===== src/common/hla_consts.svh =====
// Purpose: Constants for the host link and audio/radio control block
// Assumes: 50 MHz reference clock
// Notes: Frame dividers round down to whole cycles
`ifndef HLA_CONSTS_SVH
`define HLA_CONSTS_SVH
`define HLA_CLK_HZ 50000000
`define HLA_FS_8K_HZ 8000
`define HLA_FS_16K_HZ 16000
`define HLA_FS_32K_HZ 32000
`define HLA_FS_44K1_HZ 44100
`define HLA_FS_48K_HZ 48000
`define HLA_DIV_8K (`HLA_CLK_HZ / `HLA_FS_8K_HZ)
`define HLA_DIV_16K (`HLA_CLK_HZ / `HLA_FS_16K_HZ)
`define HLA_DIV_32K (`HLA_CLK_HZ / `HLA_FS_32K_HZ)
`define HLA_DIV_44K1 (`HLA_CLK_HZ / `HLA_FS_44K1_HZ)
`define HLA_DIV_48K (`HLA_CLK_HZ / `HLA_FS_48K_HZ)
`define HLA_DIV_W 13
`define HLA_SMP_W 16
`define HLA_CMD_W 16
`define HLA_GPIO_N 22
`define HLA_COEX_N 4
`define HLA_CAUSE_N 8
`define HLA_CAL_W 16
`define HLA_H4_SCO 8'h03
`define HLA_MSG_NONE 2'h0
`define HLA_MSG_SLEEP 2'h1
`define HLA_MSG_WAKEUP 2'h2
`define HLA_MSG_WOKEN 2'h3
`endif


===== src/common/hla_pkg.sv =====
// Purpose: Types for the host link and audio/radio control block
// Assumes: Constants come from hla_consts.svh
// Notes: State codes are one-hot
package hla_pkg;
  typedef enum logic [1:0] {
    HLA_TP_UART = 2'h0,
    HLA_TP_UART_HS = 2'h1,
    HLA_TP_SPI = 2'h2
  } hla_transport_e;
  typedef enum logic [3:0] {
    HLA_LP_AWAKE = 4'h1,
    HLA_LP_ENTER = 4'h2,
    HLA_LP_ASLEEP = 4'h4,
    HLA_LP_WAKING = 4'h8
  } hla_lp_e;
  typedef enum logic [2:0] {
    HLA_FM_IDLE = 3'h1,
    HLA_FM_RX = 3'h2,
    HLA_FM_TX = 3'h4
  } hla_fm_e;
  typedef enum logic [1:0] {
    HLA_AP_VOICE_I2S = 2'h0,
    HLA_AP_VOICE_PCM = 2'h1,
    HLA_AP_A2DP = 2'h2
  } hla_apmode_e;
endpackage


===== src/design/hla_ctrl.sv =====
// Purpose: Host transport power handshake, audio port framing, coex, GPIO and FM control
// Assumes: All inputs synchronous to i_ref_clk
// Notes: Serial framing and codec live outside; this block works on words
`include "hla_consts.svh"
`timescale 1ns/100ps
`default_nettype none
// Behaviour
// - UART carries H4 framing; no line error recovery is attempted.
// - Plain UART low power uses clock request, receive line and RTS.
// - Handshake UART low power uses clock request and two wake lines.
// - SPI carries H4 framing and assumes error free transfers.
// - SPI sleep control uses three messages: sleep, wakeup, woken.
// - SPI low power uses only clock request plus in-band messages.
// - Voice packets pass through HCI as well as the audio port.
// - One audio port, PCM or I2S, serving voice or A2DP.
// - Two voice links; configuring the second leaves the first running.
// - Voice frames at 8 kHz by default, optionally 16 or 32 kHz.
// - I2S voice may use only left or only right channel.
// - Two active links in I2S take one channel each.
// - Unused I2S channel slots carry zeros.
// - A2DP takes I2S audio at 44.1 or 48 kHz for internal encoding.
// - Coexistence uses one to four wires.
// - Twenty-two GPIOs, each output or interrupting input.
// - FM receive or transmit selected by host, never both.
// - FM commands come via I2C or HCI with identical encoding.
// - I2C control gives an FM interrupt pin, mapped after download, polarity set.
// - HCI control notifies with an event, no interrupt line.
// - FM interrupts raised only for causes the host enabled.
// - FM clock from slow or fast clock with handshake; optional calibration.
module hla_ctrl (
  input wire logic i_ref_clk,
  input wire logic i_rstn,
  input wire logic [1:0] i_transport,
  input wire logic i_h4_valid,
  input wire logic i_h4_first,
  input wire logic [7:0] i_h4_byte,
  input wire logic i_lp_sleep,
  input wire logic i_lp_wake,
  input wire logic i_clk_ready,
  input wire logic i_uart_rxd,
  input wire logic i_uart_rts_n,
  input wire logic i_chip_wake_request,
  input wire logic i_spi_msg_valid,
  input wire logic [1:0] i_spi_msg,
  input wire logic [1:0] i_ap_mode,
  input wire logic [1:0] i_voice_rate,
  input wire logic i_a2dp_48k,
  input wire logic [1:0] i_link_en,
  input wire logic [1:0] i_link_right,
  input wire logic [1:0] i_link_hci,
  input wire logic [2*`HLA_SMP_W-1:0] i_link_smp,
  input wire logic i_hci_voice_valid,
  input wire logic i_hci_voice_link,
  input wire logic [`HLA_SMP_W-1:0] i_hci_voice,
  input wire logic [2*`HLA_SMP_W-1:0] i_port_rx,
  input wire logic [1:0] i_coex_cnt,
  input wire logic [`HLA_COEX_N-1:0] i_coex_req,
  input wire logic [`HLA_GPIO_N-1:0] i_gpio,
  input wire logic [`HLA_GPIO_N-1:0] i_gpio_dir,
  input wire logic [`HLA_GPIO_N-1:0] i_gpio_val,
  input wire logic [`HLA_GPIO_N-1:0] i_gpio_irq_en,
  input wire logic [`HLA_GPIO_N-1:0] i_gpio_clr,
  input wire logic i_fm_sel_rx,
  input wire logic i_fm_sel_tx,
  input wire logic i_fm_off,
  input wire logic i_fm_via_i2c,
  input wire logic i_i2c_cmd_valid,
  input wire logic [`HLA_CMD_W-1:0] i_i2c_cmd,
  input wire logic i_hci_cmd_valid,
  input wire logic [`HLA_CMD_W-1:0] i_hci_cmd,
  input wire logic [`HLA_CAUSE_N-1:0] i_fm_cause,
  input wire logic [`HLA_CAUSE_N-1:0] i_radio_interrupt_line_en,
  input wire logic [`HLA_CAUSE_N-1:0] i_fm_clr,
  input wire logic i_param_loaded,
  input wire logic i_irq_active_high,
  input wire logic i_fm_fast_sel,
  input wire logic i_fast_clk_avail,
  input wire logic i_cal_en,
  input wire logic i_slow_tick,
  output logic o_h4_sco_pkt,
  output logic o_clk_req,
  output logic o_host_wake_request,
  output logic o_spi_msg_valid,
  output logic [1:0] o_spi_msg,
  output logic o_lp_awake,
  output logic o_frame,
  output logic [2*`HLA_SMP_W-1:0] o_ap_tx,
  output logic o_a2dp_valid,
  output logic [2*`HLA_SMP_W-1:0] o_a2dp_smp,
  output logic o_coex_line_a,
  output logic o_coex_line_b,
  output logic o_coex_line_c,
  output logic o_coex_line_d,
  output logic [`HLA_GPIO_N-1:0] o_gpio,
  output logic [`HLA_GPIO_N-1:0] o_gpio_oe,
  output logic [`HLA_GPIO_N-1:0] o_gpio_pend,
  output logic o_fm_rx_en,
  output logic o_fm_tx_en,
  output logic o_fm_cmd_valid,
  output logic [`HLA_CMD_W-1:0] o_fm_cmd,
  output logic o_radio_interrupt_line,
  output logic o_radio_interrupt_oe,
  output logic o_fm_event,
  output logic [`HLA_CAUSE_N-1:0] o_fm_pend,
  output logic o_fm_fast_req,
  output logic o_fm_clk_fast,
  output logic o_cal_done,
  output logic [`HLA_CAL_W-1:0] o_cal_count
);
  // ----------------------------------------
  // H4 framing
  // ----------------------------------------
  // Only the type indicator is tracked; a bad byte is not recovered
  always_ff @(posedge i_ref_clk or negedge i_rstn)
  begin
    if (!i_rstn)
      o_h4_sco_pkt <= 1'b0;
    else
      o_h4_sco_pkt <= i_h4_valid && i_h4_first && i_h4_byte == `HLA_H4_SCO;
  end

  // ----------------------------------------
  // Low power handshake
  // ----------------------------------------
  hla_pkg::hla_lp_e lp_q, lp_d;
  logic tp_uart, tp_hs, tp_spi, host_wake, spi_wakeup;
  assign tp_uart = i_transport == hla_pkg::HLA_TP_UART;
  assign tp_hs = i_transport == hla_pkg::HLA_TP_UART_HS;
  assign tp_spi = i_transport == hla_pkg::HLA_TP_SPI;
  assign spi_wakeup = i_spi_msg_valid && i_spi_msg == `HLA_MSG_WAKEUP;
  assign host_wake = (tp_uart && !i_uart_rxd) || (tp_hs && i_chip_wake_request) || (tp_spi && spi_wakeup);

  always_comb
  begin
    lp_d = lp_q;
    case (lp_q)
      hla_pkg::HLA_LP_AWAKE:
        if (i_lp_sleep)
          lp_d = hla_pkg::HLA_LP_ENTER;
      hla_pkg::HLA_LP_ENTER:
        // Hold off while the host still claims the line
        if ((tp_uart && i_uart_rts_n) || (tp_hs && !i_chip_wake_request) || tp_spi)
          lp_d = hla_pkg::HLA_LP_ASLEEP;
      hla_pkg::HLA_LP_ASLEEP:
        if (host_wake || i_lp_wake)
          lp_d = hla_pkg::HLA_LP_WAKING;
      hla_pkg::HLA_LP_WAKING:
        if (i_clk_ready)
          lp_d = hla_pkg::HLA_LP_AWAKE;
      default:
        lp_d = hla_pkg::HLA_LP_AWAKE;
    endcase
  end

  always_ff @(posedge i_ref_clk or negedge i_rstn)
  begin
    if (!i_rstn)
    begin
      lp_q <= hla_pkg::HLA_LP_AWAKE;
      o_clk_req <= 1'b1;
      o_lp_awake <= 1'b1;
      o_host_wake_request <= 1'b0;
    end
    else
    begin
      lp_q <= lp_d;
      o_clk_req <= lp_d != hla_pkg::HLA_LP_ASLEEP;
      o_lp_awake <= lp_d == hla_pkg::HLA_LP_AWAKE;
      o_host_wake_request <= tp_hs && lp_d == hla_pkg::HLA_LP_WAKING && i_lp_wake;
    end
  end

  // In-band messages: sleep on entry, wakeup when chip starts it, woken when done
  always_ff @(posedge i_ref_clk or negedge i_rstn)
  begin
    if (!i_rstn)
    begin
      o_spi_msg_valid <= 1'b0;
      o_spi_msg <= `HLA_MSG_NONE;
    end
    else
    begin
      o_spi_msg_valid <= tp_spi && lp_d != lp_q && lp_d != hla_pkg::HLA_LP_ASLEEP
        && !(lp_d == hla_pkg::HLA_LP_WAKING && !i_lp_wake);
      if (lp_d == hla_pkg::HLA_LP_ENTER)
        o_spi_msg <= `HLA_MSG_SLEEP;
      else if (lp_d == hla_pkg::HLA_LP_WAKING)
        o_spi_msg <= `HLA_MSG_WAKEUP;
      else
        o_spi_msg <= `HLA_MSG_WOKEN;
    end
  end

  // ----------------------------------------
  // Audio port framing
  // ----------------------------------------
  logic [`HLA_DIV_W-1:0] div_cnt_q, div_top;
  logic frame_tick;
  logic [1:0] link_right_q, link_en_q;
  logic [2*`HLA_SMP_W-1:0] hci_smp_q;
  logic [`HLA_SMP_W-1:0] src0, src1, left_w, right_w;
  logic is_a2dp, is_i2s;
  assign is_a2dp = i_ap_mode == hla_pkg::HLA_AP_A2DP;
  assign is_i2s = i_ap_mode == hla_pkg::HLA_AP_VOICE_I2S;

  always_comb
  begin
    if (is_a2dp)
      div_top = i_a2dp_48k ? `HLA_DIV_W'(`HLA_DIV_48K - 1) : `HLA_DIV_W'(`HLA_DIV_44K1 - 1);
    else if (i_voice_rate == 2'h1)
      div_top = `HLA_DIV_W'(`HLA_DIV_16K - 1);
    else if (i_voice_rate == 2'h2)
      div_top = `HLA_DIV_W'(`HLA_DIV_32K - 1);
    else
      div_top = `HLA_DIV_W'(`HLA_DIV_8K - 1);
  end
  assign frame_tick = div_cnt_q >= div_top;

  always_ff @(posedge i_ref_clk or negedge i_rstn)
  begin
    if (!i_rstn)
      div_cnt_q <= '0;
    else if (frame_tick)
      div_cnt_q <= '0;
    else
      div_cnt_q <= div_cnt_q + `HLA_DIV_W'(1);
  end

  // Channel is latched per link on its own enable edge, so the other link is untouched
  always_ff @(posedge i_ref_clk or negedge i_rstn)
  begin
    if (!i_rstn)
    begin
      link_en_q <= 2'h0;
      link_right_q <= 2'h0;
    end
    else
    begin
      link_en_q <= i_link_en;
      for (int k = 0; k < 2; k++)
        if (i_link_en[k] && !link_en_q[k])
          link_right_q[k] <= i_link_right[k];
    end
  end

  // Outgoing voice taken from HCI instead of the radio path where the link is routed so
  always_ff @(posedge i_ref_clk or negedge i_rstn)
  begin
    if (!i_rstn)
      hci_smp_q <= '0;
    else if (i_hci_voice_valid && i_hci_voice_link)
      hci_smp_q[2*`HLA_SMP_W-1:`HLA_SMP_W] <= i_hci_voice;
    else if (i_hci_voice_valid)
      hci_smp_q[`HLA_SMP_W-1:0] <= i_hci_voice;
  end
  assign src0 = i_link_hci[0] ? hci_smp_q[`HLA_SMP_W-1:0] : i_link_smp[`HLA_SMP_W-1:0];
  assign src1 = i_link_hci[1] ? hci_smp_q[2*`HLA_SMP_W-1:`HLA_SMP_W] : i_link_smp[2*`HLA_SMP_W-1:`HLA_SMP_W];

  always_comb
  begin
    left_w = '0;
    right_w = '0;
    if (!is_i2s || link_en_q == 2'h3)
    begin
      // PCM slots or dual I2S: link 0 first slot, link 1 second
      if (link_en_q[0])
        left_w = src0;
      if (link_en_q[1])
        right_w = src1;
    end
    else if (link_en_q[0])
    begin
      if (link_right_q[0])
        right_w = src0;
      else
        left_w = src0;
    end
    else if (link_en_q[1])
    begin
      if (link_right_q[1])
        right_w = src1;
      else
        left_w = src1;
    end
  end

  always_ff @(posedge i_ref_clk or negedge i_rstn)
  begin
    if (!i_rstn)
    begin
      o_frame <= 1'b0;
      o_ap_tx <= '0;
      o_a2dp_valid <= 1'b0;
      o_a2dp_smp <= '0;
    end
    else
    begin
      o_frame <= frame_tick;
      o_a2dp_valid <= frame_tick && is_a2dp;
      if (frame_tick && !is_a2dp)
        o_ap_tx <= {right_w, left_w};
      if (frame_tick && is_a2dp)
        o_a2dp_smp <= i_port_rx;
    end
  end

  // ----------------------------------------
  // Coexistence and GPIO
  // ----------------------------------------
  logic [`HLA_COEX_N-1:0] coex_mask;
  logic [`HLA_GPIO_N-1:0] gpio_prev_q, gpio_rise;
  assign coex_mask = `HLA_COEX_N'((5'h2 << i_coex_cnt) - 5'h1);
  assign gpio_rise = i_gpio & ~gpio_prev_q & ~i_gpio_dir & i_gpio_irq_en;

  always_ff @(posedge i_ref_clk or negedge i_rstn)
  begin
    if (!i_rstn)
    begin
      {o_coex_line_d, o_coex_line_c, o_coex_line_b, o_coex_line_a} <= '0;
      // Reset high so a pin already high after reset is not taken as an edge
      gpio_prev_q <= '1;
      o_gpio <= '0;
      o_gpio_oe <= '0;
      o_gpio_pend <= '0;
    end
    else
    begin
      {o_coex_line_d, o_coex_line_c, o_coex_line_b, o_coex_line_a} <= i_coex_req & coex_mask;
      gpio_prev_q <= i_gpio;
      o_gpio <= i_gpio_val & i_gpio_dir;
      o_gpio_oe <= i_gpio_dir;
      o_gpio_pend <= (o_gpio_pend & ~i_gpio_clr) | gpio_rise;
    end
  end

  // ----------------------------------------
  // FM function select and commands
  // ----------------------------------------
  hla_pkg::hla_fm_e fm_q, fm_d;
  always_comb
  begin
    fm_d = fm_q;
    case (fm_q)
      hla_pkg::HLA_FM_IDLE:
        if (i_fm_sel_rx && !i_fm_off)
          fm_d = hla_pkg::HLA_FM_RX;
        else if (i_fm_sel_tx && !i_fm_off)
          fm_d = hla_pkg::HLA_FM_TX;
      // Switching passes through idle so both paths are never enabled together
      hla_pkg::HLA_FM_RX:
        if (i_fm_off || i_fm_sel_tx)
          fm_d = hla_pkg::HLA_FM_IDLE;
      hla_pkg::HLA_FM_TX:
        if (i_fm_off || i_fm_sel_rx)
          fm_d = hla_pkg::HLA_FM_IDLE;
      default:
        fm_d = hla_pkg::HLA_FM_IDLE;
    endcase
  end

  always_ff @(posedge i_ref_clk or negedge i_rstn)
  begin
    if (!i_rstn)
    begin
      fm_q <= hla_pkg::HLA_FM_IDLE;
      o_fm_rx_en <= 1'b0;
      o_fm_tx_en <= 1'b0;
      o_fm_cmd_valid <= 1'b0;
      o_fm_cmd <= '0;
    end
    else
    begin
      fm_q <= fm_d;
      o_fm_rx_en <= fm_d == hla_pkg::HLA_FM_RX;
      o_fm_tx_en <= fm_d == hla_pkg::HLA_FM_TX;
      o_fm_cmd_valid <= i_fm_via_i2c ? i_i2c_cmd_valid : i_hci_cmd_valid;
      if (i_fm_via_i2c && i_i2c_cmd_valid)
        o_fm_cmd <= i_i2c_cmd;
      else if (!i_fm_via_i2c && i_hci_cmd_valid)
        o_fm_cmd <= i_hci_cmd;
    end
  end

  // ----------------------------------------
  // FM interrupt and event
  // ----------------------------------------
  logic [`HLA_CAUSE_N-1:0] fm_set, fm_pend_d;
  logic irq_any;
  assign fm_set = i_fm_cause & i_radio_interrupt_line_en;
  assign fm_pend_d = (o_fm_pend & ~i_fm_clr) | fm_set;
  assign irq_any = |(fm_pend_d & i_radio_interrupt_line_en);

  always_ff @(posedge i_ref_clk or negedge i_rstn)
  begin
    if (!i_rstn)
    begin
      o_fm_pend <= '0;
      o_radio_interrupt_line <= 1'b0;
      o_radio_interrupt_oe <= 1'b0;
      o_fm_event <= 1'b0;
    end
    else
    begin
      o_fm_pend <= fm_pend_d;
      // Pin stays unmapped until the parameter download has completed
      o_radio_interrupt_oe <= i_fm_via_i2c && i_param_loaded;
      o_radio_interrupt_line <= (i_fm_via_i2c && irq_any) ~^ i_irq_active_high ? 1'b1 : 1'b0;
      o_fm_event <= !i_fm_via_i2c && (fm_set & ~o_fm_pend) != '0;
    end
  end

  // ----------------------------------------
  // FM reference clock and calibration
  // ----------------------------------------
  logic [`HLA_CAL_W-1:0] cal_cnt_q;
  always_ff @(posedge i_ref_clk or negedge i_rstn)
  begin
    if (!i_rstn)
    begin
      o_fm_fast_req <= 1'b0;
      o_fm_clk_fast <= 1'b0;
      cal_cnt_q <= '0;
      o_cal_count <= '0;
      o_cal_done <= 1'b0;
    end
    else
    begin
      o_fm_fast_req <= i_fm_fast_sel;
      // Use fast clock only once the radio side reports it available
      o_fm_clk_fast <= i_fm_fast_sel && i_fast_clk_avail;
      // Fast cycles per slow tick gives the slow clock error
      o_cal_done <= i_cal_en && i_fast_clk_avail && i_slow_tick;
      if (!i_cal_en || !i_fast_clk_avail)
        cal_cnt_q <= '0;
      else if (i_slow_tick)
        // Restart at one so the count spans the whole slow period
        cal_cnt_q <= `HLA_CAL_W'(1);
      else if (cal_cnt_q != '1)
        cal_cnt_q <= cal_cnt_q + `HLA_CAL_W'(1);
      if (i_cal_en && i_fast_clk_avail && i_slow_tick)
        o_cal_count <= cal_cnt_q;
    end
  end
endmodule
`default_nettype wire


===== config.mk =====
export PLATFORM = sky130hd
export DESIGN_NAME = hla_ctrl
export DESIGN_NICKNAME = d
export VERILOG_FILES = /design/src/common/hla_pkg.sv /design/src/design/hla_ctrl.sv
export VERILOG_INCLUDE_DIRS = /design/src /design/src/common
export SDC_FILE = /design/constraint.sdc
export NUM_CORES = 1
export LEC_CHECK = 0
export BUFFER_PORTS_ARGS = -buffer_cell sky130_fd_sc_hd__buf_2
export CAP_MARGIN = 30
export CORE_AREA = 2 2 189 191
export CTS_CLUSTER_DIAMETER = 30
export DETAILED_ROUTE_END_ITERATION = 10
export DIE_AREA = 0 0 191 193
export PLACE_DENSITY_LB_ADDON = 0.12
export REMOVE_ABC_BUFFERS = 1
export SYNTH_ARGS = -nofsm -noshare
export SYNTH_HDL_FRONTEND = slang
export SYNTH_SLANG_ARGS = --single-unit

===== constraint.sdc =====
create_clock -name i_ref_clk -period 2.05 [get_ports i_ref_clk]
set_input_delay 0.41 -clock i_ref_clk [delete_from_list [all_inputs] [get_ports i_ref_clk]]
set_output_delay 0.41 -clock i_ref_clk [all_outputs]
set_load 0.05 [all_outputs]

; ---- After elaboration in Yosys (flattened, before gate mapping)
; Cells that the tools add are included.
[word_totals]
regBits = 286
in_bits = 300
out_inout_bits = 192
elab_cells = 181
[op_classes]
n_addsub = 3
n_lt_le_gt_ge = 1
n_eq_ne = 23
n_shift = 1
muxes = 38
bitwise_logic = 19
n_reduce_logical = 57
[ops]
columns = cell, count
row1 = 16-bit 2-to-1 mux, 19
row2 = 22-bit bitwise AND, 5
row3 = 22-bit inverter, 3
row4 = 13-bit 2-to-1 mux, 4
row5 = 8-bit bitwise AND, 4
row6 = 1-bit logical AND, 29
row7 = 22-bit OR, 1
row8 = "16-bit by 1-bit adder with 16-bit output, second input constant", 1
row9 = 4-bit 2-to-1 mux, 4
row10 = "16-bit inequality test, second input constant", 1
row11 = 8-bit inverter, 2
row12 = 4-bit case mux with 4 select lines, 1
row13 = "13-bit by 1-bit adder with 13-bit output, second input constant", 1
row14 = 13-bit >= comparator, 1
row15 = 1-bit zero test, 12
row16 = 3-bit 2-to-1 mux, 4
row17 = "2-bit == test, second input constant", 5
row18 = 1-bit logical OR, 9
row19 = 3-bit case mux with 3 select lines, 1
row20 = "4-bit by 1-bit == test with 1-bit output, second input constant", 2
row21 = "4-bit by 2-bit == test with 1-bit output, second input constant", 2
row22 = "4-bit == test, second input constant", 2
row23 = "8-bit by 2-bit == test with 1-bit output, second input constant", 1
row24 = 8-bit OR, 1
row25 = 21 further kinds, 27

; ---- Longest topological paths before layout
; Gate-level depths: netlist (run 1).
[logic_depth]
ltp_word = 11
ltp_mapped = 13

; ---- Worst setup path before layout (run 1)
; No wires, ideal clock.
[synth_timing]
path_type = input port to flip-flop
from = input port i_ap_mode[1]
to = register o_a2dp_smp[11]
setup_ns = 0.126
t_arrival_ns = 2.836
t_required_ns = 1.924
path_slack_ns = -0.913
stages = 12
n_path_buf = 4
path_cell_list = nor2b_1 > clkbuf_1 > clkbuf_1 > nor2_1 > ha_1 > nor4b_2 > o21ai_1 > a221oi_2 > buf_6 > buf_6 > nor2_1 > a311o_1
[synth_between]
elab_chain_len = 4
[synth_rtl]
columns = element, line
row1 = "start, declared", hla_ctrl.sv:45  ; input wire logic [1:0] i_ap_mode,
row2 = 2-bit == test (*), hla_ctrl.sv:203  ; assign is_a2dp = i_ap_mode == hla_pkg::HLA_AP_A2DP;
row3 = 13-bit 2-to-1 mux, hla_ctrl.sv:208  ; if (is_a2dp)
row4 = 13-bit >= comparator, hla_ctrl.sv:217  ; assign frame_tick = div_cnt_q >= div_top;
row5 = 1-bit logical AND (*), hla_ctrl.sv:302  ; if (frame_tick && is_a2dp)
row6 = "end signal, assigned", hla_ctrl.sv:303  ; o_a2dp_smp <= i_port_rx;
row7 = "end, declared", hla_ctrl.sv:89  ; output logic [2*`HLA_SMP_W-1:0] o_a2dp_smp,
; Every way passes the cells marked *; elsewhere a longest branch is shown, timed or not.
; A chain may end at the register's enable or synchronous reset.

; ---- Final worst setup path (run 1)
[layout_timing]
from = register div_cnt_q[0]
to = register o_ap_tx[25]
[layout_between]
elab_chain_len = 2
[layout_rtl]
columns = element, line
row1 = "start, declared", hla_ctrl.sv:197  ; logic [`HLA_DIV_W-1:0] div_cnt_q, div_top;
row2 = "start signal, assigned", hla_ctrl.sv:226  ; div_cnt_q <= div_cnt_q + `HLA_DIV_W'(1);
row3 = 13-bit >= comparator, hla_ctrl.sv:217
row4 = 1-bit logical AND, hla_ctrl.sv:300  ; if (frame_tick && !is_a2dp)
row5 = "end signal, assigned", hla_ctrl.sv:301  ; o_ap_tx <= {right_w, left_w};
row6 = "end, declared", hla_ctrl.sv:87  ; output logic [2*`HLA_SMP_W-1:0] o_ap_tx,
; No other way between the ends.

==> results.cfg, run 1 <==
[outcome]
status = finished, violations left
violations = setup timing

[timing]
relSlewSlack = 0.547
finalCriticalPeriod_ns = 2.14
fin_skew_ns = 0.0160
slew_violations = 0
rsz0062_at_grt = yes
tightest_slew_ns = 0.679
max_freq_mhz = 467
setup_viol = 64
hold_violations = 0
setup_tns_ns = -3.12
finalCritPeriodShare = 1.04
layout_setup_ws_ns = -0.0907

[die]
rows = 69
initial_core_util = 0.370
die_y_um = 193
die_area_sq_um = 36900
top_level_ports = 492
coreArea_sq_um = 35000
die_w_um = 191

[yosys]
avgSynthCellArea_sq_um = 11.0
yosys.area_share.simple = 0.175
yosys.area_share.adder = 0.0145
synth_top_area_cell = dfrtp_1
ys_seq_area_frac = 0.556
synth_top_area_frac = 0.503
synthMuxAreaShare = 0.111
synth_edf_count = 0
synth_cells = 1178
synth_cell_types = 55
synth-main-ff-cell = dfrtp_1
async_flop_share = 1.00
ys_warn_count = 0
synth_top_family_by_area = simple AND/OR/NAND/NOR gates
synth_compound_area_frac = 0.0924
synth-xor-area-share = 0.0156
synth_area_sq_um = 12900
synth_area_leaders = dfrtp_1 50%, mux2_2 8.9%, nand3_1 5.5%, dfstp_2 5.3%, nand2_1 3.4%
ys_seq_elements = 286

[grt]
grt_antenna_before_repair = 12
grt-ovfl-total = 0
grt_pass1_vias = 12273
grt_max_degree = 72
grt_use_total = 0.234
grt_pass1_wl_mm = 66.5

[worst_hold_path]
hp-start = i_gpio_clr[5]
hold_depth = 2
holdPathEnd = o_gpio_pend[5]
hp-class = input port to register

[clock_tree]
numCtsBuffers = 77
clk_pin_slew_ns = 0.04
clkLatencyLatePin_ns = 0.59
cts.htree.levels = 3
clk_path_buf_depth = 3
clock_sinks = 286
cts-root-buf = clkbuf_16
cts_tree = yes

[place]
placed_area_sq_um = 16200
routabilityCongestion = 0.896
hpwl_mm = 29.8
portBuffers = 491
pre_cts_ws_ns = -0.891

[drt]
drc_errors = 0
vias = 11951
drt-met1-wl_mm = 17.8
drt_iter0_markers = 576
wirelength_mm = 44.1
wl_met3_mm = 3.45
top_layer = met5
firstDrtPassIters = 5
postRouteAntennaNets = 0
wl_per_cell_um = 18.7
viasPerCell = 5.08
met2_wirelength_mm = 21.5

[worst_setup_path]
startpoint = div_cnt_q[0]
path_cells = inv_2 > ha_4 > nor4b_4 > o21ai_2 > a221oi_4 > buf_6 > a21oi_4 > buf_6 > buf_16 > mux2_4
worst_path_max_delay_cell = dfrtp_1
end_kind = register
arrival_ns = 2.60
critPathRequiredTime_ns = 2.51
startpoint_type = register
r2r_slack_ns = -0.09
r2r-start = div_cnt_q[0]
crit_path_frequent_cell = buf_6
r2r_cells = 10
reg2reg_to = o_ap_tx[25]
worstPathMaxFanout = 8
slowest_delay_ns = 0.37
path_class = register to register

[job]
max-cap-violations = 0

[cells_and_area]
synthToLayoutAreaGrowth_pct = 58.1
fin_nets = 2137
final_common_cell = buf_2
finish.utilization = 0.584
fillers = 3019
layout_common_cells = 490 x buf_2, 260 x dfrtp_1, 141 x nand3_1
final_area_sq_um = 20400
drive_above_1_share = 0.472

[power_and_ir_drop]
finalPower_mw = 25.7
peakVddDrop_uv = 801
p_leak_nw = 9.79
p_per_area_nw_per_um2 = 1260
-- worst max-delay path, delay by kind of cell, from the launching register on --
family / cells / cell delay, ns
AOI/OAI and AO/OA: 3 / 0.40
adders and majority gates: 1 / 0.20
buffers and inverters: 4 / 0.51
DFF: 1 / 0.37
muxes: 1 / 0.30
and+or+nand+nor: 1 / 0.25
-- power breakdown --
| part | switching (mW) | total, mW | internal [mW] |
|---|---|---|---|
| Combinational | 3.66 | 5.91 | 2.25 |
| Sequential | 0.451 | 6.85 | 6.40 |
| Clock | 3.65 | 12.9 | 9.28 |
| Total | 7.75 | 25.7 | 17.9 |
-- logic make-up after synthesis --
family	Yosys count
and+or+nand+nor	448
DFF	286
AOI/OAI and AO/OA	174
muxes	130
buffers and inverters	102
xor gates and xnor gates	23
adders and majority gates	15
-- synth_stat cells, types with 11 or more instances --
cell type and count:
ha_1 15, o22ai_1 36, nor2_1 75, nor3_1 11, nand2_1 116, dfstp_2 26
o21ai_0 56, nand3_1 141, mux2_2 102, mux2i_1 18, clkbuf_1 45, nor2b_1 12
inv_1 35, nand4bb_1 21, a311o_1 32, dfrtp_1 260, xnor2_1 13, and2_1 27
a21oi_1 12
-- worst max-delay path by stage --
stage,endpoint,slack (ns)
after floorplan,o_ap_tx[12],-5.09
after global routing,o_ap_tx[25],-0.19
after global placement,o_a2dp_smp[24],-0.82
after CTS,o_ap_tx[25],-0.17
after detailed placement,o_a2dp_smp[9],-0.89
final,o_ap_tx[25],-0.09
-- state kept, by name, summed over array words and instances, names as in the netlist, 2 cells and up --
signal,flops
hci_smp_q,32
o_fm_pend,8
o_gpio,22
fm_q,3
lp_q,4
div_cnt_q,13
link_en_q,2
gpio_prev_q,22
o_spi_msg,2
o_gpio_pend,22
o_a2dp_smp,32
o_cal_count,16
o_ap_tx,32
cal_cnt_q,16
o_gpio_oe,22
o_fm_cmd,16
link_right_q,2
-- metal layers --
metal | up-vias | GRT usage
met3 | 90 | 0.0666
met5 | - | 0
met1 | 5831 | 0.285
met2 | 476 | 0.385
li1 | 5548 | -
met4 | 6 | 0.106
-- per-stage QoR --
| stage | hold slack, ns | instances |
|---|---|---|
| 2_1_floorplan | 0.114 | 1111 |
| 3_3_place_gp | 0.292 | 2119 |
| 3_5_place_dp | 0.294 | 2119 |
| 4_1_cts | 0.000427 | 2342 |
| 5_1_grt | 0.0154 | 2351 |
| 6_report | 0.0291 | 2353 |
-- cell type report --
type | instances | area, sq um | area share
diodes | 8 | 20.0 | 0.000980
flip-flops and latches | 286 | 7190 | 0.352
clock inverters | 33 | 599 | 0.0293
repair buffers | 632 | 4020 | 0.197
multi-input cells | 790 | 5670 | 0.277
clock buffers | 108 | 2220 | 0.109
well taps | 461 | 577 | 0.0282
inverters | 35 | 131 | 0.00643
-- what timing repair did --
action                                  in CTS  in global routing
endpoints found under the setup margin      79                 79
hold endpoints to repair                   101                  0
pin swaps                                    6                 52
resized for setup                           33                 71
setup buffers                                6                  3
hold buffers                                69                  0
cloned                                       7                  2
Note: power is estimated with default switching activity, not from simulation.
==> run 2, diff against run 1 <==
clock period = 2.65 ns   (was 2.05 ns; I/O delays follow)
==> run 2 against run 1 <==
Against the previous run:
- the flow now finishes without violations
- worst setup slack gained 0.26 ns
- clock power down 35%
- die area is the same
- critical path depth rose by 2
- count of clock-buffer cells in the layout down 16
- worst hold slack better by 0.031 ns
- sequential power shrank 22%
- total power shrank 32%
- global-route usage is 1.6 points lower
- register-to-register slack better by 0.27 ns
- critical path type is now input port to register
- largest cell class unchanged
- largest power group unchanged
==> results.cfg, run 2 (synthesis results as in run 1) <==
[clock_tree]
cts_setup_buffers = 0
numCtsBuffers = 69
cts-root-buf = clkbuf_16
clock_sinks = 286
cts.htree.levels = 3
clk_pin_slew_ns = 0.05
cts_tree = yes
clk_path_buf_depth = 3
clkLatencyLatePin_ns = 0.57

[timing]
finalCritPeriodShare = 0.936
hold_violations = 0
finalCriticalPeriod_ns = 2.48
rsz0062_at_grt = no
setup_tns_ns = 0
fin_skew_ns = 0.0165
setup_viol = 0
slew_violations = 0
max_freq_mhz = 403
relSlewSlack = 0.589
tightest_slew_ns = 0.611

[worst_hold_path]
hp-class = input port to register
hold_depth = 1

[cells_and_area]
reg_top3 = hci_smp_q x32, o_a2dp_smp x32, o_ap_tx x32
layout_common_cells = 490 x buf_2, 260 x dfrtp_1, 141 x nand3_1
fin_nets = 2032
final_common_cell = buf_2
finish.utilization = 0.529
synthToLayoutAreaGrowth_pct = 43.1
drive_above_1_share = 0.447

[grt]
grt_pass1_vias = 11232
grt-ovfl-total = 0
grt_antenna_before_repair = 11
grt_use_total = 0.217
grt_max_degree = 62
grt_pass1_wl_mm = 61.6

[die]
die_area_sq_um = 36900
die_w_um = 191
top_level_ports = 492
rows = 69
die_y_um = 193
initial_core_util = 0.370
coreArea_sq_um = 35000

[drt]
drc_errors = 0
wirelength_mm = 40.5
wl_per_cell_um = 18.1
vias = 11192
drt_iter0_markers = 589
viasPerCell = 5.00
firstDrtPassIters = 4
postRouteAntennaNets = 0

[worst_setup_path]
end_kind = register
crit_family = compound AO/OA/AOI/OAI gates
path_class = input port to register
path_cells = buf_2 > inv_1 > ha_1 > nand2_1 > o21ai_1 > inv_1 > ha_1 > or3_1 > a221oi_4 > buf_4 > nor2_1 > a311o_1
r2r_cells = 8
critPathRequiredTime_ns = 3.08
crit_buf_inv = 4
arrival_ns = 2.91
worstPathMaxFanout = 28
slowest_delay_ns = 0.41
cp.depth = 12
worst_path_max_delay_cell = or3_1
startpoint_type = input port

[power_and_ir_drop]
peakVddDrop_uv = 585
internal_power_mw = 11.9
seqPwrFrac = 0.306
pwr-share-comb = 0.208
swShare = 0.316
p_clk_frac = 0.486
p_per_area_nw_per_um2 = 938
switchingPower_mw = 5.48
p_leak_nw = 9.05
finalPower_mw = 17.4

[place]
portBuffers = 491
routabilityCongestion = 0.912
hpwl_mm = 29.2

[job]
max-cap-violations = 0

[outcome]
status = finished clean
## run 2: layout make-up
cell class,instances,area [sq um]
fillers,3189,16500
flip-flops and latches,286,7190
multi-input cells,790,5330
diodes,7,17.5
well taps,461,577
clock inverters,33,412
inverters,35,131
repair buffers,535,2880
clock buffers,92,1960
## run 2: per-stage QoR
step	cell area [sq um]	cells	setup WS, ns	hold slack (ns)
floorplan	12600	1111	-4.61	0.234
global placement	16100	2106	-0.405	0.464
detailed placement	16100	2106	-0.444	0.471
CTS	18500	2232	0.132	0.0293
global route	18500	2236	0.00549	0.0362
finish	18500	2239	0.170	0.0604
## run 2: worst register-to-register path, cell delays in order (launching register included)
cell	delay [ns]
dfrtp_1	0.39
inv_1	0.07
ha_1	0.30
nor4b_2	0.25
o21ai_1	0.15
a221oi_4	0.40
buf_4	0.37
nor2_1	0.10
a311o_1	0.32
## run 2: power by group through the flow
stage,clock network (mW),registers [mW],logic [mW]
after CTS,8.62,5.31,3.63
after global placement,0,5.36,3.58
after floorplan,0,6.61,1.05
final,8.44,5.31,3.60
after detailed placement,0,5.37,3.61
after global routing,8.88,5.38,3.84
## run 2: path summary, 6_finish.rpt
check | startpoint | to | slack (ns)
worst max-delay path | i_voice_rate[0] | o_a2dp_smp[5] | 0.17
worst min-delay path | i_gpio[8] | gpio_prev_q[8] | 0.06
worst max register to register | div_cnt_q[0] | o_a2dp_smp[5] | 0.18
worst min register to register | o_ap_tx[27] | o_ap_tx[27] | 0.48
max in group asynchronous | i_rstn | gpio_prev_q[6] | 1.36
min in group asynchronous | i_rstn | hci_smp_q[23] | 0.50
## run 2: metal layers
layer	wire length [um]	vias up	global-route usage
met3	3320	68	0.0659
met4	1120	8	0.0951
met5	61	-	0
met2	19300	447	0.344
li1	-	5331	-
met1	16700	5338	0.276
## run 2: timing repair
action,CTS,global route
gates resized for setup,0,2
endpoints found under the setup margin,0,15
hold buffers,1,0
endpoints found under the hold margin,55,0
